File: src/pkg/seea_pkg.sv
package seea_pkg;
  // ---------------------------------------------------------------------
  // Register map inside the 0x6000-0x6FFF window.
  // ---------------------------------------------------------------------
  localparam logic [15:0] WIN_BASE     = 16'h6000;
  localparam logic [15:0] WIN_LAST     = 16'h6FFF;
  localparam logic [15:0] ADDR_OFS     = 16'h6000;
  localparam logic [15:0] DATA_OFS     = 16'h6004;
  localparam logic [15:0] CMD_OFS      = 16'h6008;
  localparam logic [15:0] CFG_OFS      = 16'h600C;
  localparam logic [15:0] STS_OFS      = 16'h6010;
  localparam logic [15:0] IRQ_STS_OFS  = 16'h6014;
  localparam logic [15:0] IRQ_MASK_OFS = 16'h6018;
  localparam int CMD_READ_BIT   = 0;
  localparam int CMD_WRITE_BIT  = 1;
  localparam int STS_RD_DONE    = 0;
  localparam int STS_RD_ERR     = 1;
  localparam int STS_WR_DONE    = 2;
  localparam int STS_WR_ERR     = 3;
  localparam int STS_BUSY       = 4;
  localparam int STS_BOOT_DONE  = 5;
  localparam int STS_DEFAULTS   = 6;
  localparam logic [1:0] SIZE_AUTO = 2'h0;
  localparam logic [1:0] SIZE_UNKNOWN = 2'h0;
  localparam logic [15:0] SIZE_ENTRIES [4] = '{16'h0000, 16'h0100, 16'h0200, 16'h0400};
  localparam logic [14:0] PROT_REGION_END [8] = '{15'h0020, 15'h0040, 15'h0080,
    15'h00C0, 15'h0100, 15'h0400, 15'h0800, 15'h1000};
  // ---------------------------------------------------------------------
  // Boot image layout.
  // ---------------------------------------------------------------------
  localparam logic [14:0] SIG_WORD_ADDR  = 15'h003D;
  localparam logic [15:0] SIG_VALUE      = 16'h5AA5;
  localparam logic [14:0] PROT_WORD_ADDR = 15'h003F;
  localparam int CONFIG_ENTRIES = 64;
  localparam int CIS_ENTRIES    = 128;
  localparam logic [14:0] BOOT_LAST = 15'(CONFIG_ENTRIES + CIS_ENTRIES - 1);
  // ---------------------------------------------------------------------
  // Timing.
  // ---------------------------------------------------------------------
  localparam int CLK_PERIOD_NS    = 10;
  localparam int SCL_PERIOD_NS    = 10000;
  localparam int QTR_CYCLES       = SCL_PERIOD_NS / (4 * CLK_PERIOD_NS);
  localparam int WRITE_MAX_MS     = 15;
  localparam int WRITE_MAX_CYCLES = WRITE_MAX_MS * (1000000 / CLK_PERIOD_NS);
  localparam int STRAP_SETTLE     = 4;
  typedef enum logic [1:0] {SEEA_OP_START, SEEA_OP_STOP, SEEA_OP_WR, SEEA_OP_RD} seea_op_e;
endpackage : seea_pkg

File: src/verilog/seea_top.sv
// Added by the designer: the placing of the registers and the APB interface to the registers.
`timescale 1ns/1ps
`default_nettype none
module seea_top #(
  parameter int         WRITE_POLL_CYCLES = seea_pkg::WRITE_MAX_CYCLES,
  parameter logic [6:0] DEV_ADDR          = 7'h50
) (
  input  wire logic        pclk,
  input  wire logic        presetn,
  input  wire logic        psel,
  input  wire logic        penable,
  input  wire logic        pwrite,
  input  wire logic [15:0] paddr,
  input  wire logic [31:0] pwdata,
  output logic      [31:0] prdata,
  output logic             pready,
  output logic             pslverr,
  input  wire logic        boot_load_enable_pin_n,
  input  wire logic [1:0]  detected_size_field,
  output logic             scl_o,
  output logic             scl_oe,
  input  wire logic        sda_i,
  output logic             sda_o,
  output logic             sda_oe,
  output logic             cfg_load_valid,
  output logic      [7:0]  cfg_load_addr,
  output logic      [15:0] cfg_load_data,
  output logic             cfg_use_defaults,
  output logic             boot_done,
  output logic             irq
);
  // ---------------------------------------------------------------------
  // Helpers.
  // ---------------------------------------------------------------------
  localparam int DW = $clog2(seea_pkg::QTR_CYCLES);
  localparam logic [DW-1:0] DIV_LAST = DW'(seea_pkg::QTR_CYCLES - 1);
  localparam logic [31:0] POLL_LIMIT = 32'(WRITE_POLL_CYCLES);

  function automatic logic seea_prot_ok(input logic [15:0] prot, input logic [14:0] a,
                                        input logic wr);
    logic [3:0] r;
    logic [1:0] c;
    r = 4'h8;
    for (int i = 7; i >= 0; i--) begin
      if (a < seea_pkg::PROT_REGION_END[i]) r = 4'(i);
    end
    c = r[3] ? 2'h0 : prot[{r[2:0], 1'b0} +: 2];
    return wr ? !c[1] : !c[0];
  endfunction : seea_prot_ok

  typedef enum logic [4:0] {S_STRAP, S_IDLE, S_START, S_DEVW, S_AHI, S_ALO, S_RSTART,
    S_DEVR, S_RDHI, S_RDLO, S_WRHI, S_WRLO, S_STOP, S_PSTART, S_PDEV, S_PSTOP,
    S_FINISH} seea_state_e;
  typedef enum logic [1:0] {B_SIG, B_PROT, B_LOAD} seea_boot_e;

  // ---------------------------------------------------------------------
  // Bit engine: one START, STOP or 9-bit byte slot per request.
  // ---------------------------------------------------------------------
  logic [DW-1:0] div_q, div_d;
  logic eb_q, eb_d, done_q, done_d, nack_q, nack_d, ackdrv_q, ackdrv_d;
  logic [1:0] ph_q, ph_d;
  logic [3:0] bit_q, bit_d;
  logic [7:0] sh_q, sh_d;
  seea_pkg::seea_op_e kind_q, kind_d, op_kind;
  logic scl_low_q, scl_low_d, sda_low_q, sda_low_d;
  logic sda_s1_q, sda_s2_q, sda_s3_q, sda_f_q, sda_f_d;
  logic tick, drv, op_go, op_ack;
  logic [7:0] op_byte;

  assign tick = (div_q == DIV_LAST);
  assign drv  = (bit_q == 4'h8) ? (kind_q == seea_pkg::SEEA_OP_RD && ackdrv_q)
                                : (kind_q == seea_pkg::SEEA_OP_WR && !sh_q[7]);

  always_comb begin
    div_d = tick ? '0 : div_q + 1'b1;
    eb_d = eb_q; ph_d = ph_q; bit_d = bit_q; sh_d = sh_q; kind_d = kind_q;
    ackdrv_d = ackdrv_q; nack_d = nack_q; done_d = 1'b0;
    scl_low_d = scl_low_q; sda_low_d = sda_low_q;
    // The filtered level moves only once two late stages agree.
    sda_f_d = (sda_s2_q == sda_s3_q) ? sda_s3_q : sda_f_q;
    if (!eb_q) begin
      if (op_go) begin
        eb_d = 1'b1; ph_d = 2'h0; bit_d = 4'h0;
        sh_d = op_byte; kind_d = op_kind; ackdrv_d = op_ack;
      end
    end else if (tick) begin
      ph_d = ph_q + 2'h1;
      unique case (kind_q)
        seea_pkg::SEEA_OP_START: begin
          sda_low_d = ph_q[1];
          scl_low_d = (ph_q == 2'h0) || (ph_q == 2'h3);
        end
        seea_pkg::SEEA_OP_STOP: begin
          sda_low_d = !ph_q[1];
          scl_low_d = (ph_q == 2'h0);
        end
        default: begin
          scl_low_d = (ph_q == 2'h0) || (ph_q == 2'h3);
          if (ph_q == 2'h0) sda_low_d = drv;
          if (ph_q == 2'h2) begin
            if (bit_q != 4'h8 && kind_q == seea_pkg::SEEA_OP_RD) sh_d = {sh_q[6:0], sda_f_q};
            if (bit_q == 4'h8 && kind_q == seea_pkg::SEEA_OP_WR) nack_d = sda_f_q;
          end
          if (ph_q == 2'h3 && bit_q != 4'h8 && kind_q == seea_pkg::SEEA_OP_WR)
            sh_d = {sh_q[6:0], 1'b0};
        end
      endcase
      if (ph_q == 2'h3) begin
        if (kind_q == seea_pkg::SEEA_OP_START || kind_q == seea_pkg::SEEA_OP_STOP ||
            bit_q == 4'h8) begin
          eb_d = 1'b0; done_d = 1'b1;
        end else begin
          bit_d = bit_q + 4'h1;
        end
      end
    end
  end

  always_ff @(posedge pclk or negedge presetn) begin
    if (!presetn) begin
      div_q <= '0; eb_q <= 1'b0; done_q <= 1'b0; nack_q <= 1'b0; ackdrv_q <= 1'b0;
      ph_q <= 2'h0; bit_q <= 4'h0; sh_q <= 8'h00; kind_q <= seea_pkg::SEEA_OP_START;
      scl_low_q <= 1'b0; sda_low_q <= 1'b0;
      sda_s1_q <= 1'b1; sda_s2_q <= 1'b1; sda_s3_q <= 1'b1; sda_f_q <= 1'b1;
    end else begin
      div_q <= div_d; eb_q <= eb_d; done_q <= done_d; nack_q <= nack_d;
      ackdrv_q <= ackdrv_d; ph_q <= ph_d; bit_q <= bit_d; sh_q <= sh_d; kind_q <= kind_d;
      scl_low_q <= scl_low_d; sda_low_q <= sda_low_d;
      sda_s1_q <= sda_i; sda_s2_q <= sda_s1_q; sda_s3_q <= sda_s2_q; sda_f_q <= sda_f_d;
    end
  end

  assign scl_o  = 1'b0;
  assign sda_o  = 1'b0;
  assign scl_oe = scl_low_q;
  assign sda_oe = sda_low_q;

  // ---------------------------------------------------------------------
  // Sequencer, boot loader and register file.
  // ---------------------------------------------------------------------
  seea_state_e st_q, st_d;
  seea_boot_e  bs_q, bs_d;
  logic issued_q, issued_d, boot_q, boot_d, xwr_q, xwr_d, err_q, err_d, pack_q, pack_d;
  logic [14:0] xaddr_q, xaddr_d, addr_q, addr_d;
  logic [15:0] xdata_q, xdata_d, rdw_q, rdw_d, data_q, data_d, prot_q, prot_d;
  logic [31:0] tmr_q, tmr_d, prdata_q, prdata_d;
  logic [3:0]  flags_q, flags_d, isr_q, isr_d, mask_q, mask_d, ev;
  logic [2:0]  strap_q, strap_d;
  logic [1:0]  csize_q, csize_d, esz;
  logic pin_s1_q, pin_s2_q, pin_s3_q, pin_f_q, pin_f_d;
  logic ld_v_q, ld_v_d, defs_q, defs_d, bdone_q, bdone_d, pslverr_q, pslverr_d;
  logic [7:0] ld_a_q, ld_a_d;
  logic [15:0] ld_d_q, ld_d_d, bytea;
  logic apb_wr, apb_setup, cmd_wr, busy, size_bad, range_bad, prot_bad, in_win;

  assign apb_wr    = psel && penable && pwrite;
  assign apb_setup = psel && !penable;
  assign cmd_wr    = apb_wr && paddr == seea_pkg::CMD_OFS &&
                     (pwdata[seea_pkg::CMD_READ_BIT] || pwdata[seea_pkg::CMD_WRITE_BIT]);
  assign busy      = (st_q != S_IDLE);
  assign esz       = (csize_q == seea_pkg::SIZE_AUTO) ? detected_size_field : csize_q;
  assign size_bad  = (esz == seea_pkg::SIZE_UNKNOWN);
  assign range_bad = {1'b0, addr_q} >= seea_pkg::SIZE_ENTRIES[esz];
  assign prot_bad  = !seea_prot_ok(prot_q, addr_q, !pwdata[seea_pkg::CMD_READ_BIT]);
  assign bytea     = {xaddr_q, 1'b0};
  assign in_win    = paddr >= seea_pkg::WIN_BASE && paddr <= seea_pkg::WIN_LAST;

  always_comb begin
    op_kind = seea_pkg::SEEA_OP_WR;
    op_byte = 8'h00;
    op_ack  = 1'b0;
    unique case (st_q)
      S_START, S_RSTART, S_PSTART: op_kind = seea_pkg::SEEA_OP_START;
      S_STOP, S_PSTOP:             op_kind = seea_pkg::SEEA_OP_STOP;
      S_DEVW, S_PDEV:              op_byte = {DEV_ADDR, 1'b0};
      S_DEVR:                      op_byte = {DEV_ADDR, 1'b1};
      S_AHI:                       op_byte = bytea[15:8];
      S_ALO:                       op_byte = bytea[7:0];
      S_WRHI:                      op_byte = xdata_q[15:8];
      S_WRLO:                      op_byte = xdata_q[7:0];
      S_RDHI: begin op_kind = seea_pkg::SEEA_OP_RD; op_ack = 1'b1; end
      S_RDLO:                      op_kind = seea_pkg::SEEA_OP_RD;
      default: ;
    endcase
    op_go = !(st_q inside {S_STRAP, S_IDLE, S_FINISH}) && !eb_q && !issued_q;
  end

  always_comb begin
    st_d = st_q; bs_d = bs_q; issued_d = issued_q; boot_d = boot_q; xwr_d = xwr_q;
    err_d = err_q; pack_d = pack_q; xaddr_d = xaddr_q; xdata_d = xdata_q; rdw_d = rdw_q;
    addr_d = addr_q; data_d = data_q; prot_d = prot_q; flags_d = flags_q; mask_d = mask_q;
    csize_d = csize_q; strap_d = strap_q; ld_v_d = 1'b0; ld_a_d = ld_a_q; ld_d_d = ld_d_q;
    defs_d = defs_q; bdone_d = bdone_q; ev = 4'h0;
    tmr_d = (st_q inside {S_PSTART, S_PDEV, S_PSTOP}) ? tmr_q + 32'h0000_0001 : 32'h0000_0000;
    pin_f_d = (pin_s2_q == pin_s3_q) ? pin_s3_q : pin_f_q;
    if (op_go) issued_d = 1'b1;
    if (done_q) issued_d = 1'b0;
    unique case (st_q)
      S_STRAP: begin
        strap_d = strap_q + 3'h1;
        if (strap_q == 3'(seea_pkg::STRAP_SETTLE)) begin
          if (!pin_f_q) begin
            boot_d = 1'b1; bs_d = B_SIG; xwr_d = 1'b0; err_d = 1'b0;
            xaddr_d = seea_pkg::SIG_WORD_ADDR; st_d = S_START;
          end else begin
            defs_d = 1'b1; bdone_d = 1'b1; st_d = S_IDLE;
          end
        end
      end
      S_IDLE: if (cmd_wr) begin
        flags_d = 4'h0;
        xwr_d = !pwdata[seea_pkg::CMD_READ_BIT];
        xaddr_d = addr_q; xdata_d = data_q;
        err_d = size_bad || range_bad || prot_bad;
        st_d = (size_bad || range_bad || prot_bad) ? S_FINISH : S_START;
      end
      S_FINISH: begin
        st_d = S_IDLE;
        if (boot_q) begin
          if (err_q || (bs_q == B_SIG && rdw_q != seea_pkg::SIG_VALUE)) begin
            defs_d = 1'b1; bdone_d = 1'b1; boot_d = 1'b0;
          end else if (bs_q == B_SIG) begin
            bs_d = B_PROT; xaddr_d = seea_pkg::PROT_WORD_ADDR; st_d = S_START;
          end else if (bs_q == B_PROT) begin
            prot_d = rdw_q; bs_d = B_LOAD; xaddr_d = 15'h0000; st_d = S_START;
          end else begin
            ld_v_d = 1'b1; ld_a_d = xaddr_q[7:0]; ld_d_d = rdw_q;
            if (xaddr_q == seea_pkg::BOOT_LAST) begin
              bdone_d = 1'b1; boot_d = 1'b0;
            end else begin
              xaddr_d = xaddr_q + 15'h0001; st_d = S_START;
            end
          end
        end else if (xwr_q) begin
          ev[err_q ? seea_pkg::STS_WR_ERR : seea_pkg::STS_WR_DONE] = 1'b1;
        end else begin
          ev[err_q ? seea_pkg::STS_RD_ERR : seea_pkg::STS_RD_DONE] = 1'b1;
          if (!err_q) data_d = rdw_q;
        end
      end
      default: if (done_q) begin
        unique case (st_q)
          S_START:  st_d = S_DEVW;
          S_DEVW:   st_d = S_AHI;
          S_AHI:    st_d = S_ALO;
          S_ALO:    st_d = xwr_q ? S_WRHI : S_RSTART;
          S_RSTART: st_d = S_DEVR;
          S_DEVR:   st_d = S_RDHI;
          S_RDHI: begin rdw_d[15:8] = sh_q; st_d = S_RDLO; end
          S_RDLO: begin rdw_d[7:0] = sh_q; st_d = S_STOP; end
          S_WRHI:   st_d = S_WRLO;
          S_WRLO:   st_d = S_STOP;
          S_STOP:   st_d = (xwr_q && !err_q) ? S_PSTART : S_FINISH;
          S_PSTART: st_d = S_PDEV;
          S_PDEV: begin pack_d = !nack_q; st_d = S_PSTOP; end
          S_PSTOP: begin
            if (pack_q) st_d = S_FINISH;
            else if (tmr_q >= POLL_LIMIT) begin err_d = 1'b1; st_d = S_FINISH; end
            else st_d = S_PSTART;
          end
          default: st_d = S_IDLE;
        endcase
        // A missing acknowledge on any sent byte except the poll address byte is a protocol failure.
        if (nack_q && (st_q inside {S_DEVW, S_AHI, S_ALO, S_DEVR, S_WRHI, S_WRLO})) begin
          err_d = 1'b1; st_d = S_STOP;
        end
      end
    endcase
    flags_d = flags_d | ev;
    // A set in the same cycle as a one-write clear wins.
    isr_d = (isr_q & ~((apb_wr && paddr == seea_pkg::IRQ_STS_OFS) ? pwdata[3:0] : 4'h0)) | ev;
    if (apb_wr) begin
      unique case (paddr)
        seea_pkg::ADDR_OFS:     addr_d = pwdata[14:0];
        seea_pkg::DATA_OFS:     data_d = pwdata[15:0];
        seea_pkg::CFG_OFS:      csize_d = pwdata[1:0];
        seea_pkg::IRQ_MASK_OFS: mask_d = pwdata[3:0];
        default: ;
      endcase
    end
    prdata_d = prdata_q;
    pslverr_d = 1'b0;
    if (apb_setup) begin
      prdata_d = 32'h0000_0000;
      unique case (paddr)
        seea_pkg::ADDR_OFS:     prdata_d[14:0] = addr_q;
        seea_pkg::DATA_OFS:     prdata_d[15:0] = data_q;
        seea_pkg::CMD_OFS:      ;
        seea_pkg::CFG_OFS:      prdata_d[1:0] = csize_q;
        seea_pkg::STS_OFS:      prdata_d[6:0] = {defs_q, bdone_q, busy, flags_q};
        seea_pkg::IRQ_STS_OFS:  prdata_d[3:0] = isr_q;
        seea_pkg::IRQ_MASK_OFS: prdata_d[3:0] = mask_q;
        default:                pslverr_d = 1'b1;
      endcase
      if (!in_win) pslverr_d = 1'b1;
    end
  end

  always_ff @(posedge pclk or negedge presetn) begin
    if (!presetn) begin
      st_q <= S_STRAP; bs_q <= B_SIG; issued_q <= 1'b0; boot_q <= 1'b0; xwr_q <= 1'b0;
      err_q <= 1'b0; pack_q <= 1'b0; xaddr_q <= 15'h0000; xdata_q <= 16'h0000;
      rdw_q <= 16'h0000; addr_q <= 15'h0000; data_q <= 16'h0000; prot_q <= 16'h0000;
      tmr_q <= 32'h0000_0000; prdata_q <= 32'h0000_0000; flags_q <= 4'h0; isr_q <= 4'h0;
      mask_q <= 4'h0; strap_q <= 3'h0; csize_q <= seea_pkg::SIZE_AUTO;
      pin_s1_q <= 1'b1; pin_s2_q <= 1'b1; pin_s3_q <= 1'b1; pin_f_q <= 1'b1;
      ld_v_q <= 1'b0; ld_a_q <= 8'h00; ld_d_q <= 16'h0000; defs_q <= 1'b0;
      bdone_q <= 1'b0; pslverr_q <= 1'b0;
    end else begin
      st_q <= st_d; bs_q <= bs_d; issued_q <= issued_d; boot_q <= boot_d; xwr_q <= xwr_d;
      err_q <= err_d; pack_q <= pack_d; xaddr_q <= xaddr_d; xdata_q <= xdata_d;
      rdw_q <= rdw_d; addr_q <= addr_d; data_q <= data_d; prot_q <= prot_d;
      tmr_q <= tmr_d; prdata_q <= prdata_d; flags_q <= flags_d; isr_q <= isr_d;
      mask_q <= mask_d; strap_q <= strap_d; csize_q <= csize_d;
      pin_s1_q <= boot_load_enable_pin_n; pin_s2_q <= pin_s1_q; pin_s3_q <= pin_s2_q;
      pin_f_q <= pin_f_d; ld_v_q <= ld_v_d; ld_a_q <= ld_a_d; ld_d_q <= ld_d_d;
      defs_q <= defs_d; bdone_q <= bdone_d; pslverr_q <= pslverr_d;
    end
  end

  assign prdata           = prdata_q;
  assign pready           = 1'b1;
  assign pslverr          = pslverr_q && psel && penable;
  assign cfg_load_valid   = ld_v_q;
  assign cfg_load_addr    = ld_a_q;
  assign cfg_load_data    = ld_d_q;
  assign cfg_use_defaults = defs_q;
  assign boot_done        = bdone_q;
  assign irq              = |(isr_q & mask_q);
endmodule : seea_top
`default_nettype wire

File: config.mk
export PLATFORM = sky130hd
export DESIGN_NAME = seea_top
export DESIGN_NICKNAME = d
export VERILOG_FILES = /design/src/pkg/seea_pkg.sv /design/src/verilog/seea_top.sv
export SDC_FILE = /design/constraint.sdc
export NUM_CORES = 1
export LEC_CHECK = 0
export BUFFER_PORTS_ARGS = -buffer_cell sky130_fd_sc_hd__buf_2
export CAP_MARGIN = 20
export CORE_UTILIZATION = 54
export CTS_CLUSTER_SIZE = 16
export DETAILED_ROUTE_END_ITERATION = 8
export PLACE_DENSITY = 0.77
export SYNTH_ARGS = -nofsm -noshare
export SYNTH_HDL_FRONTEND = slang
export SYNTH_SLANG_ARGS = --single-unit
export TNS_END_PERCENT = 10
File: constraint.sdc
create_clock -name pclk -period 2.2 [get_ports pclk]
set_input_delay 0.22 -clock pclk [delete_from_list [all_inputs] [get_ports pclk]]
set_output_delay 0.22 -clock pclk [all_outputs]
set_load 0.01 [all_outputs]
==> impl_metrics.tcl <==
set metrics [dict create \
    violations "negative setup slack" \
    antenna_found_initial 0 \
    drc 0 \
    outcome "finished, violations left" \
    die_h_um 151.1 \
    areaGrowthSynthToFinish_pct 21.38 \
    synth.cell_area_um2 12010 \
    grt_pass1_vias 9334 \
    pre_cts_ws_ps -205.8 \
    num_rows 54 \
    synth_cells 1209 \
    ys_warn_count 0 \
    start_util_pct 55.03 \
    grt_pass1_wl_mm 50.60 \
    hold_class "primary input to register" \
    irDropWorstVdd_mv 0.5647 \
    die_width_um 151.1 \
    dpl_cell_area_um2 13350 \
    dp.cells 1621 \
    design_area_um2 14580 \
    arrival_ps 2730 \
    overflow 0 \
    max_freq_mhz 441.9 \
    port_buffers 87 \
    worstMarginPinSlew_ps 984.6 \
    multi_input_area_um2 5697 \
    syn_avg_cell_area_um2 9.933 \
    grt_usage_pct 28.77 \
    core_area_um2 21820 \
    layout-drive-gt1-share_pct 25.25 \
    cts_tree "yes" \
    total_leakage_power_uw 0.006944 \
    clockBufferDepth 3 \
    hold_violations 0 \
    cts.sinks 237 \
    fin_skew_ps 17.86 \
    required_ps 2670 \
    synth.top_cell.area_share_pct 47.72 \
    vias 9794 \
    diodes 0 \
    ioPinCount 123 \
    instances_no_fill 1690 \
    cts_max_level 1 \
    slew_viol_final 0 \
    period_share_pct 102.9 \
    synth-seq-cells 237 \
    fin_crit_ps 2263 \
    synth.largest_area_cell "dfrtp_1" \
    ys_types 89 \
    path_clk_slew_ps 60 \
    powerDensity_nw_per_um2 618.3 \
    synth_area_leaders "dfrtp_1 48%, nand2_1 6.0%, mux2_2 4.3%" \
    grt_max_degree 68 \
    routed_wl_mm 32.36 \
    drtIter0Drc 784 \
    crit_type "register to register" \
    synth.yosys.seq_area_share_pct 49.47 \
    finalPower_uw 9012 \
    root_buffer "clkbuf_16" \
    rsz0062_at_grt "yes" \
    worstSetupEndpointType "register" \
    slew_headroom_pct 34.36 \
    cts_buffers 26 \
    dpl.hpwl_mm 23.10 \
    layout_commonest_cell "dfrtp_1" \
    synth-edff-count 0 \
    via_per_inst 5.795 \
    fin_nets 1462 \
    clkLatencyLatePin_ps 540 \
    final_cell_mix "228 x dfrtp_1, 192 x nand2_1, 114 x nor2_1" \
    finalSetupViolations 4 \
    setup_slack_ps -62.86 \
    path_max_fanout 2 \
    startpoint_type "register" \
    fin_util_pct 66.79 \
    ant_nets 0 \
    n_fill_cell 1696 \
    synth_top_flop_cell "dfrtp_1" \
    ys_async_sr_fraction_pct 100.0 \
    regArea_um2 5942 \
    wire_per_inst_um 19.15 \
    routabilityCongestion 0.9209 \
    dieArea_um2 22840 \
    first_pass_iters 7 \
    cap_violations 0 \
]
==> area by class of cell <==
| class | instances | area share, % |
|---|---|---|
| clock inverter | 10 | 0.8154 |
| sequential | 237 | 40.76 |
| multi-input combinational | 876 | 39.08 |
| tap | 280 | 2.403 |
| inverter | 36 | 0.9270 |
| timing repair buffer | 213 | 10.89 |
| clock buffer | 38 | 5.116 |
==> flip-flops by register name (all words and copies together) (netlist names), 4 cells and up <==
name / count
addr_q: 15
data_q: 16
tmr_q: 32
cfg_load_addr: 8
cfg_load_data: 16
rdw_q: 16
xaddr_q: 15
flags_q: 4
mask_q: 4
prot_q: 16
sh_q: 8
bit_q: 4
prdata: 16
isr_q: 4
div_q: 8
xdata_q: 16
st_q: 5
==> cell families after synthesis <==
kind of cell | Yosys count | share of synthesized area [%]
compound gates | 237 | 13.12
xor+xnor | 42 | 3.063
fa+ha+maj | 17 | 1.730
buf+inv | 113 | 4.855
flops | 237 | 49.47
mux | 100 | 9.544
other cells | 2 | 0.06254
simple gates | 461 | 18.16
==> stage by stage <==
step	TNS (ps)	hold slack (ps)
floorplan	0	-75.59
global placement	-362.1	183.1
detailed placement	-2710	187.6
CTS	-223.8	25.03
global route	-1433	36.49
finish	-149.7	55.28
==> worst paths after layout <==
path	startpoint	to	slack, ps	depth (start not counted)
worst max register to register	rdw_q[13]	st_q[1]	-60	9
worst min register to register	sda_s1_q	sda_s2_q	350	0
worst max-delay path	rdw_q[13]	st_q[1]	-60	9
max in group asynchronous	presetn	sda_s3_q	1230	3
min in group asynchronous	presetn	prdata[4]	220	2
worst min-delay path	pwdata[0]	xwr_q	60	2
==> worst max-delay path: stages, from the launching register on <==
cell	delay, ps
dfrtp_1	410
nor4bb_4	330
nand4_1	140
buf_4	180
a21o_1	200
buf_6	130
or2_4	230
o32a_1	330
mux2i_1	130
a31o_1	110
==> per-layer routing <==
layer | GRT usage (%) | part of all wire, % | up-vias
met5 | 0 | 0 | -
met4 | 8.550 | 2.7 | 0
met3 | 4.096 | 6.5 | 71
met2 | 45.23 | 47 | 373
met1 | 41.33 | 44 | 4759
li1 | - | - | 4591
==> Yosys cell counts, drive strengths merged (6+ instances only) <==
master,n
buf,52
nor3,26
nand2b,7
ha,15
a211oi,6
nand2,193
nand3,41
xnor2,14
nand4,13
and2,6
nor4,11
clkbuf,25
and3,14
mux2i,32
dfstp,8
dfrtp,229
inv,35
a21o,8
xor2,28
nor2,117
a21oi,38
o21ai,89
a22oi,30
a31oi,13
mux2,68
==> where the power goes <==
part / leakage (uW) / internal [uW] / switching (uW)
Clock: 0.000416 / 2590 / 1780
Sequential: 0.00311 / 4380 / 9.85
Combinational: 0.00341 / 88.3 / 172
Total: 0.00694 / 7060 / 1960
==> timing repair <==
| item | 4_1_cts | 5_1_grt |
|---|---|---|
| pin swaps | 8 | 5 |
| gates resized for setup | 14 | 23 |
| setup endpoints to repair | 20 | 52 |
| hold endpoints to repair | 83 | 0 |
| hold buffers | 19 | 0 |
| buffers inserted | 2 | 0 |
| cloned | 0 | 0 |
No activity file was read; power rests on OpenSTA's default activity.
